--- src/design/ipr_pkg.sv ---
// package for the interrupt priority register bank
package ipr_pkg;

  // source count and bank shape
  localparam int NSRC = 15;
  localparam int NREG = 8;
  localparam int PW = 3;

  // register indices used by the decoder
  localparam logic [3:0] IDX_ADC_UART_TX = 4'h0;
  localparam logic [3:0] IDX_CN_I2C = 4'h1;
  localparam logic [3:0] IDX_CAPTURE_EXT1 = 4'h2;
  localparam logic [3:0] IDX_EXT2 = 4'h3;
  localparam logic [3:0] IDX_ENC_PWM1 = 4'h4;
  localparam logic [3:0] IDX_PWM1_FAULT = 4'h5;
  localparam logic [3:0] IDX_UART_ERR = 4'h6;
  localparam logic [3:0] IDX_PWM2_FAULT = 4'h7;
  localparam logic [3:0] IDX_ENABLE = 4'h8;
  localparam logic [3:0] IDX_PENDING = 4'h9;
  localparam logic [3:0] IDX_NONE = 4'hf;

  // byte offsets on the bus
  localparam logic [7:0] OFF_PRIO_ADC_UART_TX = 8'h00;
  localparam logic [7:0] OFF_PRIO_CHANGE_NOTIFY_I2C = 8'h04;
  localparam logic [7:0] OFF_PRIO_CAPTURE_EXT1 = 8'h08;
  localparam logic [7:0] OFF_PRIO_EXT2 = 8'h0c;
  localparam logic [7:0] OFF_PRIO_ENCODER_PWM1 = 8'h10;
  localparam logic [7:0] OFF_PRIO_PWM1_FAULT = 8'h14;
  localparam logic [7:0] OFF_PRIO_UART_ERROR = 8'h18;
  localparam logic [7:0] OFF_PRIO_PWM2_AND_FAULT = 8'h1c;
  localparam logic [7:0] OFF_ENABLE = 8'h20;
  localparam logic [7:0] OFF_PENDING = 8'h24;

  // reset values of a priority field and of the enable word
  localparam logic [2:0] PRIO_RST = 3'h4;
  localparam logic [2:0] PRIO_OFF = 3'h0;
  localparam logic [14:0] ENABLE_RST = 15'h0000;

  // source order: adc, uart tx, cn, i2c m, i2c s, cap8, cap7, ext1,
  // ext2, encoder, pwm a, pwm a fault, uart err, pwm b fault, pwm b
  localparam logic [3:0] SRC_REG [NSRC] = '{
    4'h0, 4'h0, 4'h1, 4'h1, 4'h1, 4'h2, 4'h2, 4'h2,
    4'h3, 4'h4, 4'h4, 4'h5, 4'h6, 4'h7, 4'h7};
  localparam int SRC_LSB [NSRC] = '{
    4, 0, 12, 4, 0, 12, 8, 0, 4, 8, 4, 12, 4, 8, 4};
  localparam logic [2:0] SRC_RST [NSRC] = '{
    PRIO_RST, PRIO_RST, PRIO_RST, PRIO_RST, PRIO_RST, PRIO_RST,
    PRIO_RST, PRIO_RST, PRIO_RST, PRIO_RST, PRIO_RST, PRIO_RST,
    PRIO_RST, PRIO_OFF, PRIO_RST};

  // priority levels handed to the arbiter
  typedef struct packed {
    logic [2:0] adc_done_priority;
    logic [2:0] uart_tx_priority;
    logic [2:0] change_notify_priority;
    logic [2:0] i2c_master_priority;
    logic [2:0] i2c_slave_priority;
    logic [2:0] capture_ch8_priority;
    logic [2:0] capture_ch7_priority;
    logic [2:0] ext_irq1_priority;
    logic [2:0] ext_irq2_priority;
    logic [2:0] encoder_priority;
    logic [2:0] pwm_a_priority;
    logic [2:0] pwm_a_fault_priority;
    logic [2:0] uart_error_priority;
    logic [2:0] pwm_b_fault_priority;
    logic [2:0] pwm_b_priority;
  } ipr_prio_s;

endpackage

--- src/design/ipr_bank.sv ---
// interrupt priority register bank with apb slave and request gating
`timescale 1ns/1ps

// Contract
// RULE1 - field is three bits; 111 means level 7, the highest
// RULE2 - field 001 means level 1; codes between map to levels 2..6
// RULE3 - field 000 disables the source; it never raises a request
// RULE4 - unimplemented bits read zero and ignore writes
// RULE5 - reset loads 100 into every field except pwm b fault
// RULE6 - pwm b fault field at bits 10..8 resets to 000
// RULE7 - adc done at bits 6..4, uart tx at bits 2..0
// RULE8 - change notify 14..12, i2c master 6..4, i2c slave 2..0
// RULE9 - capture 8 at 14..12, capture 7 at 10..8, ext irq 1 at 2..0
// RULE10 - ext irq 2 at bits 6..4, all else unimplemented
// RULE11 - encoder at bits 10..8 and pwm a at bits 6..4
// RULE12 - pwm a fault at bits 14..12, bits 11..0 unimplemented
// RULE13 - uart error at bits 6..4, all else unimplemented
// RULE14 - pwm b at bits 6..4 beside pwm b fault, resets to 4
// RULE15 - reset leaves every other source at level 4
// RULE16 - request only while the source enable bit is set
// RULE17 - levels go out continuously; writes act next cycle
module ipr_bank #(
  parameter int ADDR_W = 8
) (
  // clock and reset
  input wire logic CLK_SYS,
  input wire logic RSTN,
  // apb slave
  input wire logic PSEL,
  input wire logic PENABLE,
  input wire logic PWRITE,
  input wire logic [ADDR_W-1:0] PADDR,
  input wire logic [31:0] PWDATA,
  input wire logic [3:0] PSTRB,
  output logic [31:0] PRDATA,
  output logic PREADY,
  output logic PSLVERR,
  // source flags from peripherals
  input wire logic [14:0] IRQ_FLAG,
  // toward the arbiter
  output ipr_pkg::ipr_prio_s PRIO,
  output logic [14:0] IRQ_REQ
);

  // the decoder needs all ten word offsets; refused at elaboration
  if (ADDR_W < 6) begin : g_addr_too_small
    $error("ADDR_W too small for the register map");
  end

  logic [2:0] prio_q [ipr_pkg::NSRC];
  logic [14:0] en_q;
  logic [14:0] req_q;
  logic [31:0] prdata_q;
  logic [31:0] rd_d;
  logic [3:0] sel;
  logic wr_fire;
  logic setup;

  // map a byte address to a register index
  function automatic logic [3:0] decode(input logic [ADDR_W-1:0] a);
    logic [7:0] w;
    w = 8'(a);
    if (ADDR_W > 8 && (a >> 8) != '0) begin
      return ipr_pkg::IDX_NONE;
    end
    case (w)
      ipr_pkg::OFF_PRIO_ADC_UART_TX: return ipr_pkg::IDX_ADC_UART_TX;
      ipr_pkg::OFF_PRIO_CHANGE_NOTIFY_I2C: return ipr_pkg::IDX_CN_I2C;
      ipr_pkg::OFF_PRIO_CAPTURE_EXT1: return ipr_pkg::IDX_CAPTURE_EXT1;
      ipr_pkg::OFF_PRIO_EXT2: return ipr_pkg::IDX_EXT2;
      ipr_pkg::OFF_PRIO_ENCODER_PWM1: return ipr_pkg::IDX_ENC_PWM1;
      ipr_pkg::OFF_PRIO_PWM1_FAULT: return ipr_pkg::IDX_PWM1_FAULT;
      ipr_pkg::OFF_PRIO_UART_ERROR: return ipr_pkg::IDX_UART_ERR;
      ipr_pkg::OFF_PRIO_PWM2_AND_FAULT: return ipr_pkg::IDX_PWM2_FAULT;
      ipr_pkg::OFF_ENABLE: return ipr_pkg::IDX_ENABLE;
      ipr_pkg::OFF_PENDING: return ipr_pkg::IDX_PENDING;
      default: return ipr_pkg::IDX_NONE;
    endcase
  endfunction

  // implemented bits of a priority, enable or pending register
  function automatic logic [31:0] impl_mask(input logic [3:0] idx);
    logic [31:0] m;
    m = 32'h0000_0000;
    for (int s = 0; s < ipr_pkg::NSRC; s++) begin
      if (ipr_pkg::SRC_REG[s] == idx) begin
        m[ipr_pkg::SRC_LSB[s] +: 3] = 3'h7;
      end
    end
    if (idx == ipr_pkg::IDX_ENABLE || idx == ipr_pkg::IDX_PENDING) begin
      m = 32'h0000_7fff;
    end
    return m;
  endfunction

  // bus phase decode; zero wait states
  assign sel = decode(PADDR);
  assign setup = PSEL && !PENABLE;
  assign wr_fire = PSEL && PENABLE && PWRITE && sel != ipr_pkg::IDX_NONE;
  assign PREADY = 1'b1;
  // unmapped offsets finish with an error, nothing stored
  assign PSLVERR = PSEL && PENABLE && sel == ipr_pkg::IDX_NONE;
  assign PRDATA = prdata_q;

  // priority fields; the byte lane holding a field must be strobed
  always_ff @(posedge CLK_SYS or negedge RSTN) begin
    if (!RSTN) begin
      for (int s = 0; s < ipr_pkg::NSRC; s++) begin
        // RULE5 reset to four
        // RULE6 pwm b fault off
        // RULE15 others at four
        prio_q[s] <= ipr_pkg::SRC_RST[s];
      end
    end else begin
      for (int s = 0; s < ipr_pkg::NSRC; s++) begin
        // RULE1 three bit level
        // RULE2 code is level
        // RULE17 write lands next edge
        // RULE4 only field bits stored
        if (wr_fire && sel == ipr_pkg::SRC_REG[s]
            && PSTRB[ipr_pkg::SRC_LSB[s] / 8]) begin
          prio_q[s] <= PWDATA[ipr_pkg::SRC_LSB[s] +: 3];
        end
      end
    end
  end

  // enable bits, one per source in source order
  always_ff @(posedge CLK_SYS or negedge RSTN) begin
    if (!RSTN) begin
      en_q <= ipr_pkg::ENABLE_RST;
    end else if (wr_fire && sel == ipr_pkg::IDX_ENABLE) begin
      if (PSTRB[0]) begin
        en_q[7:0] <= PWDATA[7:0];
      end
      if (PSTRB[1]) begin
        en_q[14:8] <= PWDATA[14:8];
      end
    end
  end

  // request gating; registered so the arbiter sees clean levels
  always_ff @(posedge CLK_SYS or negedge RSTN) begin
    if (!RSTN) begin
      req_q <= 15'h0000;
    end else begin
      for (int s = 0; s < ipr_pkg::NSRC; s++) begin
        // RULE3 level zero blocks
        // RULE16 enable gates request
        req_q[s] <= IRQ_FLAG[s] && en_q[s] && prio_q[s] != 3'h0;
      end
    end
  end
  assign IRQ_REQ = req_q;

  // read word assembly; unimplemented bits stay zero
  always_comb begin
    rd_d = 32'h0000_0000;
    for (int s = 0; s < ipr_pkg::NSRC; s++) begin
      // RULE4 reserved read zero
      if (ipr_pkg::SRC_REG[s] == sel) begin
        rd_d[ipr_pkg::SRC_LSB[s] +: 3] = prio_q[s];
      end
    end
    if (sel == ipr_pkg::IDX_ENABLE) begin
      rd_d[14:0] = en_q;
    end
    if (sel == ipr_pkg::IDX_PENDING) begin
      rd_d[14:0] = req_q;
    end
  end

  // capture read data in the setup phase; no write can intervene
  always_ff @(posedge CLK_SYS or negedge RSTN) begin
    if (!RSTN) begin
      prdata_q <= 32'h0000_0000;
    end else if (setup && !PWRITE) begin
      prdata_q <= rd_d;
    end
  end

  // field layout out to the arbiter, held straight from the flops
  // RULE7 adc and uart tx
  assign PRIO.adc_done_priority = prio_q[0];
  assign PRIO.uart_tx_priority = prio_q[1];
  // RULE8 cn and i2c
  assign PRIO.change_notify_priority = prio_q[2];
  assign PRIO.i2c_master_priority = prio_q[3];
  assign PRIO.i2c_slave_priority = prio_q[4];
  // RULE9 captures and ext1
  assign PRIO.capture_ch8_priority = prio_q[5];
  assign PRIO.capture_ch7_priority = prio_q[6];
  assign PRIO.ext_irq1_priority = prio_q[7];
  // RULE10 ext2 alone
  assign PRIO.ext_irq2_priority = prio_q[8];
  // RULE11 encoder and pwm a
  assign PRIO.encoder_priority = prio_q[9];
  assign PRIO.pwm_a_priority = prio_q[10];
  // RULE12 pwm a fault
  assign PRIO.pwm_a_fault_priority = prio_q[11];
  // RULE13 uart error
  assign PRIO.uart_error_priority = prio_q[12];
  // RULE14 pwm b pair
  assign PRIO.pwm_b_fault_priority = prio_q[13];
  assign PRIO.pwm_b_priority = prio_q[14];

  // checks on the bank's own behaviour

  property p_level_seven;
    @(posedge CLK_SYS) disable iff (!RSTN)
    (wr_fire && sel == ipr_pkg::IDX_ADC_UART_TX && PSTRB[0]
     && PWDATA[6:4] == 3'h7) |=> PRIO.adc_done_priority == 3'h7;
  endproperty
  a_level_seven: assert property (p_level_seven) // RULE1
    else $error("level 7 write not held");

  property p_level_one;
    @(posedge CLK_SYS) disable iff (!RSTN)
    (wr_fire && sel == ipr_pkg::IDX_ADC_UART_TX && PSTRB[0]
     && PWDATA[2:0] == 3'h1) |=> PRIO.uart_tx_priority == 3'h1;
  endproperty
  a_level_one: assert property (p_level_one) // RULE2
    else $error("level 1 write not held");

  property p_zero_blocks;
    @(posedge CLK_SYS) disable iff (!RSTN)
    (prio_q[0] == 3'h0) |=> !IRQ_REQ[0];
  endproperty
  a_zero_blocks: assert property (p_zero_blocks) // RULE3
    else $error("disabled source raised a request");

  property p_reserved_zero;
    @(posedge CLK_SYS) disable iff (!RSTN)
    (PSEL && PENABLE && !PWRITE)
      |-> (PRDATA & ~impl_mask(sel)) == 32'h0000_0000;
  endproperty
  a_reserved_zero: assert property (p_reserved_zero) // RULE4
    else $error("unimplemented bits read nonzero");

  property p_reset_four;
    @(posedge CLK_SYS) disable iff (!RSTN)
    $rose(RSTN) |-> PRIO.adc_done_priority == ipr_pkg::PRIO_RST
      && PRIO.pwm_b_priority == ipr_pkg::PRIO_RST;
  endproperty
  a_reset_four: assert property (p_reset_four) // RULE5
    else $error("field not at level 4 after reset");

  property p_fault_b_off;
    @(posedge CLK_SYS) disable iff (!RSTN)
    $rose(RSTN) |-> PRIO.pwm_b_fault_priority == ipr_pkg::PRIO_OFF
      && IRQ_REQ == 15'h0000;
  endproperty
  a_fault_b_off: assert property (p_fault_b_off) // RULE6
    else $error("pwm b fault not off after reset");

  property p_enable_gates;
    @(posedge CLK_SYS) disable iff (!RSTN)
    (!en_q[14]) |=> !IRQ_REQ[14];
  endproperty
  a_enable_gates: assert property (p_enable_gates) // RULE16
    else $error("request without enable");

  property p_request_follows;
    @(posedge CLK_SYS) disable iff (!RSTN)
    (IRQ_FLAG[7] && en_q[7] && prio_q[7] != 3'h0) |=> IRQ_REQ[7];
  endproperty
  a_request_follows: assert property (p_request_follows) // RULE16
    else $error("enabled request not raised");

  property p_write_next;
    @(posedge CLK_SYS) disable iff (!RSTN)
    (wr_fire && sel == ipr_pkg::IDX_PWM2_FAULT && PSTRB[1])
      |=> PRIO.pwm_b_fault_priority == $past(PWDATA[10:8]);
  endproperty
  a_write_next: assert property (p_write_next) // RULE17
    else $error("write not visible next cycle");

  property p_no_write_hold;
    @(posedge CLK_SYS) disable iff (!RSTN)
    !(wr_fire && sel == ipr_pkg::IDX_CAPTURE_EXT1)
      |=> $stable(PRIO.capture_ch8_priority);
  endproperty
  a_no_write_hold: assert property (p_no_write_hold) // RULE9
    else $error("field changed without a write");

  // field placement checks for fields the other checks leave open; ext irq 1, pwm a and capture 8 stay unchecked
  property p_adc_tx_place;
    @(posedge CLK_SYS) disable iff (!RSTN)
    (wr_fire && sel == ipr_pkg::IDX_ADC_UART_TX && PSTRB[0])
      |=> PRIO.uart_tx_priority == $past(PWDATA[2:0]);
  endproperty
  a_adc_tx_place: assert property (p_adc_tx_place) // RULE7
    else $error("uart tx field not at bits 2..0");

  property p_cn_place;
    @(posedge CLK_SYS) disable iff (!RSTN)
    (wr_fire && sel == ipr_pkg::IDX_CN_I2C && PSTRB[1])
      |=> PRIO.change_notify_priority == $past(PWDATA[14:12]);
  endproperty
  a_cn_place: assert property (p_cn_place) // RULE8
    else $error("change notify field not at bits 14..12");

  property p_i2c_place;
    @(posedge CLK_SYS) disable iff (!RSTN)
    (wr_fire && sel == ipr_pkg::IDX_CN_I2C && PSTRB[0])
      |=> PRIO.i2c_master_priority == $past(PWDATA[6:4])
      && PRIO.i2c_slave_priority == $past(PWDATA[2:0]);
  endproperty
  a_i2c_place: assert property (p_i2c_place) // RULE8
    else $error("i2c fields misplaced");

  property p_capture_place;
    @(posedge CLK_SYS) disable iff (!RSTN)
    (wr_fire && sel == ipr_pkg::IDX_CAPTURE_EXT1 && PSTRB[1])
      |=> PRIO.capture_ch7_priority == $past(PWDATA[10:8]);
  endproperty
  a_capture_place: assert property (p_capture_place) // RULE9
    else $error("capture 7 field not at bits 10..8");

  property p_ext2_place;
    @(posedge CLK_SYS) disable iff (!RSTN)
    (wr_fire && sel == ipr_pkg::IDX_EXT2 && PSTRB[0])
      |=> PRIO.ext_irq2_priority == $past(PWDATA[6:4]);
  endproperty
  a_ext2_place: assert property (p_ext2_place) // RULE10
    else $error("ext irq 2 field not at bits 6..4");

  property p_enc_place;
    @(posedge CLK_SYS) disable iff (!RSTN)
    (wr_fire && sel == ipr_pkg::IDX_ENC_PWM1 && PSTRB[1])
      |=> PRIO.encoder_priority == $past(PWDATA[10:8]);
  endproperty
  a_enc_place: assert property (p_enc_place) // RULE11
    else $error("encoder field not at bits 10..8");

  property p_fault_a_place;
    @(posedge CLK_SYS) disable iff (!RSTN)
    (wr_fire && sel == ipr_pkg::IDX_PWM1_FAULT && PSTRB[1])
      |=> PRIO.pwm_a_fault_priority == $past(PWDATA[14:12]);
  endproperty
  a_fault_a_place: assert property (p_fault_a_place) // RULE12
    else $error("pwm a fault field not at bits 14..12");

  property p_uart_err_place;
    @(posedge CLK_SYS) disable iff (!RSTN)
    (wr_fire && sel == ipr_pkg::IDX_UART_ERR && PSTRB[0])
      |=> PRIO.uart_error_priority == $past(PWDATA[6:4]);
  endproperty
  a_uart_err_place: assert property (p_uart_err_place) // RULE13
    else $error("uart error field not at bits 6..4");

  property p_pwm_b_place;
    @(posedge CLK_SYS) disable iff (!RSTN)
    (wr_fire && sel == ipr_pkg::IDX_PWM2_FAULT && PSTRB[0])
      |=> PRIO.pwm_b_priority == $past(PWDATA[6:4]);
  endproperty
  a_pwm_b_place: assert property (p_pwm_b_place) // RULE14
    else $error("pwm b field not at bits 6..4");

  property p_reset_others;
    @(posedge CLK_SYS) disable iff (!RSTN)
    $rose(RSTN) |-> PRIO.encoder_priority == ipr_pkg::PRIO_RST
      && PRIO.uart_error_priority == ipr_pkg::PRIO_RST
      && PRIO.ext_irq2_priority == ipr_pkg::PRIO_RST;
  endproperty
  a_reset_others: assert property (p_reset_others) // RULE15
    else $error("source not at level 4 after reset");

  property p_fault_b_quiet;
    @(posedge CLK_SYS) disable iff (!RSTN)
    (prio_q[13] == 3'h0) |=> !IRQ_REQ[13];
  endproperty
  a_fault_b_quiet: assert property (p_fault_b_quiet) // RULE3
    else $error("disabled pwm b fault raised a request");

endmodule

--- config.mk ---
export PLATFORM = sky130hd
export DESIGN_NAME = ipr_bank
export DESIGN_NICKNAME = d
export VERILOG_FILES = /design/src/design/ipr_pkg.sv /design/src/design/ipr_bank.sv
export SDC_FILE = /design/constraint.sdc
export NUM_CORES = 1
export LEC_CHECK = 0
export ABC_AREA = 0
export ABC_CLOCK_PERIOD_IN_PS = 2850
export BUFFER_PORTS_ARGS = -buffer_cell sky130_fd_sc_hd__buf_4
export CAP_MARGIN = 15
export CORE_ASPECT_RATIO = 0.5
export CORE_MARGIN = 2
export CORE_UTILIZATION = 56
export CTS_BUF_LIST = sky130_fd_sc_hd__clkbuf_4 sky130_fd_sc_hd__clkbuf_8
export CTS_CLUSTER_DIAMETER = 80
export CTS_CLUSTER_SIZE = 40
export DETAILED_ROUTE_END_ITERATION = 12
export HOLD_SLACK_MARGIN = 0.03
export PLACE_DENSITY = 0.95
export SETUP_SLACK_MARGIN = 0.15
export SYNTH_ARGS = -nofsm -noshare
export SYNTH_HDL_FRONTEND = slang
export SYNTH_SLANG_ARGS = --single-unit
--- constraint.sdc ---
create_clock -name CLK_SYS -period 2.85 [get_ports CLK_SYS]
set_clock_uncertainty 0.05 [all_clocks]
set_input_delay 0.57 -clock CLK_SYS [delete_from_list [all_inputs] [get_ports CLK_SYS]]
set_output_delay 0.57 -clock CLK_SYS [all_outputs]
set_load 0.02 [all_outputs]
==> results.toml <==
[sta]
rsz0062_at_grt = "no"
max_slew.worst_pin.slew_ns = 0.689
final_hold_viol_count = 0
final_clock_period_utilization_by_the_worst_path_pct = 77.0
whs_ns = 0.118
setup_violations = 0
relSlewSlack_pct = 53.9
achievable-frequency_mhz = 456
finalSetupTns_ns = 0
slew_viol_final = 0
timing.final.crit_period_ns = 2.19

[synthesis]
syn_inst = 385
synth_area_per_cell_sq_um = 11.8
synthesis.area_sq_um = 4530
ys_warn_count = 0
number_of_storage_elements_in_the_synthesis_netlist = 90
synth_top_flop_cell = "dfrtp_1"
async_flop_share_pct = 100
synth.yosys.seq_area_share_pct = 50.1
synth-edff-count = 0
post_synth_num_cell_types = 59

[global_routing]
grt_max_degree = 53
grt_antenna_before_repair = 0
grt-ovfl-total = 0
grt_usage_pct = 31.2
grt_first_pass_wirelength_um = 20800
first_global_vias = 3844

[drt]
post_drt_via_cell_ratio = 6.20
drcViolationCount = 0
routedWlPerCell_um = 21.5
vias = 3889
drtPass1Iterations = 7
detailed_router_s_first_iteration_violation_count = 456
wl_um = 13500
drt.antenna.violating_nets = 0

[clock_tree]
post-cts-setup-buffer-count = 0
number_of_buffers_inserted_during_clock_tree_synthesis = 9
clk_latency_ns = 0.37
cts_tree = "yes"
cts.htree.levels = 3
root_buffer = "clkbuf_8"
ctsLongestPathBuffers = 2
cts.sink_count = 90
postCtsHoldBufs = 0
post_cts_resized = 0
clk_transition_reported_paths_ns = 0.08

[setup_path]
cp-end-kind = "register"
required_time_worst_endpoint_ns = 3.05
timing.critical_path.arrival_ns = 2.40
timing_worst_setup_path_type = "in2reg"
critical_path.startpoint_type = "input port"
critical_path_peak_fanout = 8

[hold_path]
worstHoldPathType = "in2async"

[pwr]
leakage_uw = 0.00291
max-vdd-ir-drop_mv = 0.287
cellPowerDensity_nw_per_um2 = 443

[placement]
gp_congestion = 0.965
dp_hpwl_um = 9920
port_buffers = 120

[die]
die-area_sq_um = 8880
top_level_ports = 158
chipHeight_um = 67.6
num_rows = 23
coreArea_sq_um = 7910
start_util_pct = 57.3
floorplan.die.width_um = 131

[cells_and_area]
syn_to_final_growth_pct = 26.6
mostFrequentLayoutCells = "134 x buf_4, 76 x dfrtp_1, 63 x mux2_2"
insertedDiodeCount = 0
layout.filler_cells = 584
nNetsFinal = 574
final_util_pct = 72.6
layout_commonest_cell = "buf_4"
drive_gt1_share_pct = 47.0

[outcome]
status = "completed"

[flow_run]
max_cap_viol_count = 0
==> Yosys cell counts, drive strengths merged, types with 4 or more instances <==
cell type | number | area share [%]
dfrtp | 76 | 42
mux2 | 66 | 16
nor2 | 43 | 4.3
buf | 28 | 4.1
o311a | 15 | 3.3
dfstp | 14 | 8.1
o21ai | 13 | 1.4
nand2 | 12 | 0.99
clkbuf | 9 | 0.74
a221oi | 8 | 1.5
nor2b | 8 | 1.1
a21oi | 7 | 0.77
a31oi | 7 | 0.97
nor3 | 5 | 0.66
nand2b | 4 | 0.55
o32a | 4 | 0.88
==> flip-flops by register name (all words and copies together) (netlist names) <==
signal	count
PRDATA	15
PRIO	45
en_q	15
IRQ_REQ	15
==> stage by stage <==
step | worst slack [ns] | cell area (sq um) | power, uW | std cells
floorplan | 0.714 | 4590 | 1540 | 401
global placement | 0.444 | 5550 | 1690 | 611
detailed placement | 0.393 | 5550 | 1700 | 611
CTS | 0.766 | 5740 | 2540 | 627
global route | 0.598 | 5740 | 2630 | 627
finish | 0.656 | 5740 | 2540 | 627
==> cell type report <==
cell class	instances	area (sq um)	area share [%]
tap	112	140	2.44
multi-input combinational	271	2100	36.6
timing repair buffer	135	1030	17.9
clock inverter	1	7.51	0.131
clock buffer	15	188	3.27
inverter	3	11.3	0.196
sequential	90	2270	39.5
==> worst max-delay path: stages <==
cell and delay, ns:
buf_4 0.14, nor2_1 0.40, nand4_1 0.44, nor2_4 0.44, mux2_2 0.40
==> power breakdown <==
part           switching [uW]  leakage [uW]  internal (uW)
registers                24.6       0.00118           1310
clock network             436      0.000100            419
logic                     214       0.00164            138
total                     675       0.00291           1870
==> routing by layer <==
layer | vias to the layer above | part of all wire (%) | GRT usage (%)
li1 | 1670 | - | -
met1 | 1923 | 40 | 40.7
met2 | 259 | 47 | 50.8
met3 | 37 | 11 | 9.53
met4 | 0 | 1.8 | 11.1
met5 | - | 0 | 0
==> final timing paths <==
check	depth (start not counted)	endpoint	start	slack [ns]
setup / recovery	5	en_q[4]	PADDR[7]	0.66
hold / removal	1	PRIO[43]	RSTN	0.12
setup reg to reg	4	PRDATA[13]	PRIO[10]	1.31
hold reg to reg	2	PRDATA[3]	PRDATA[3]	0.47
max in group asynchronous	2	PRIO[32]	RSTN	1.93
min in group CLK_SYS	2	IRQ_REQ[14]	IRQ_FLAG[14]	0.38
==> logic make-up after synthesis <==
| group | share of synthesized area [%] |
|---|---|
| AND/OR/NAND/NOR | 14.8 |
| flip-flops | 50.1 |
| AO/OA/AOI/OAI | 12.9 |
| multiplexers | 17.1 |
| buffers and inverters | 5.08 |
| other | 0.166 |
Note: power is estimated with default switching activity, not from simulation.
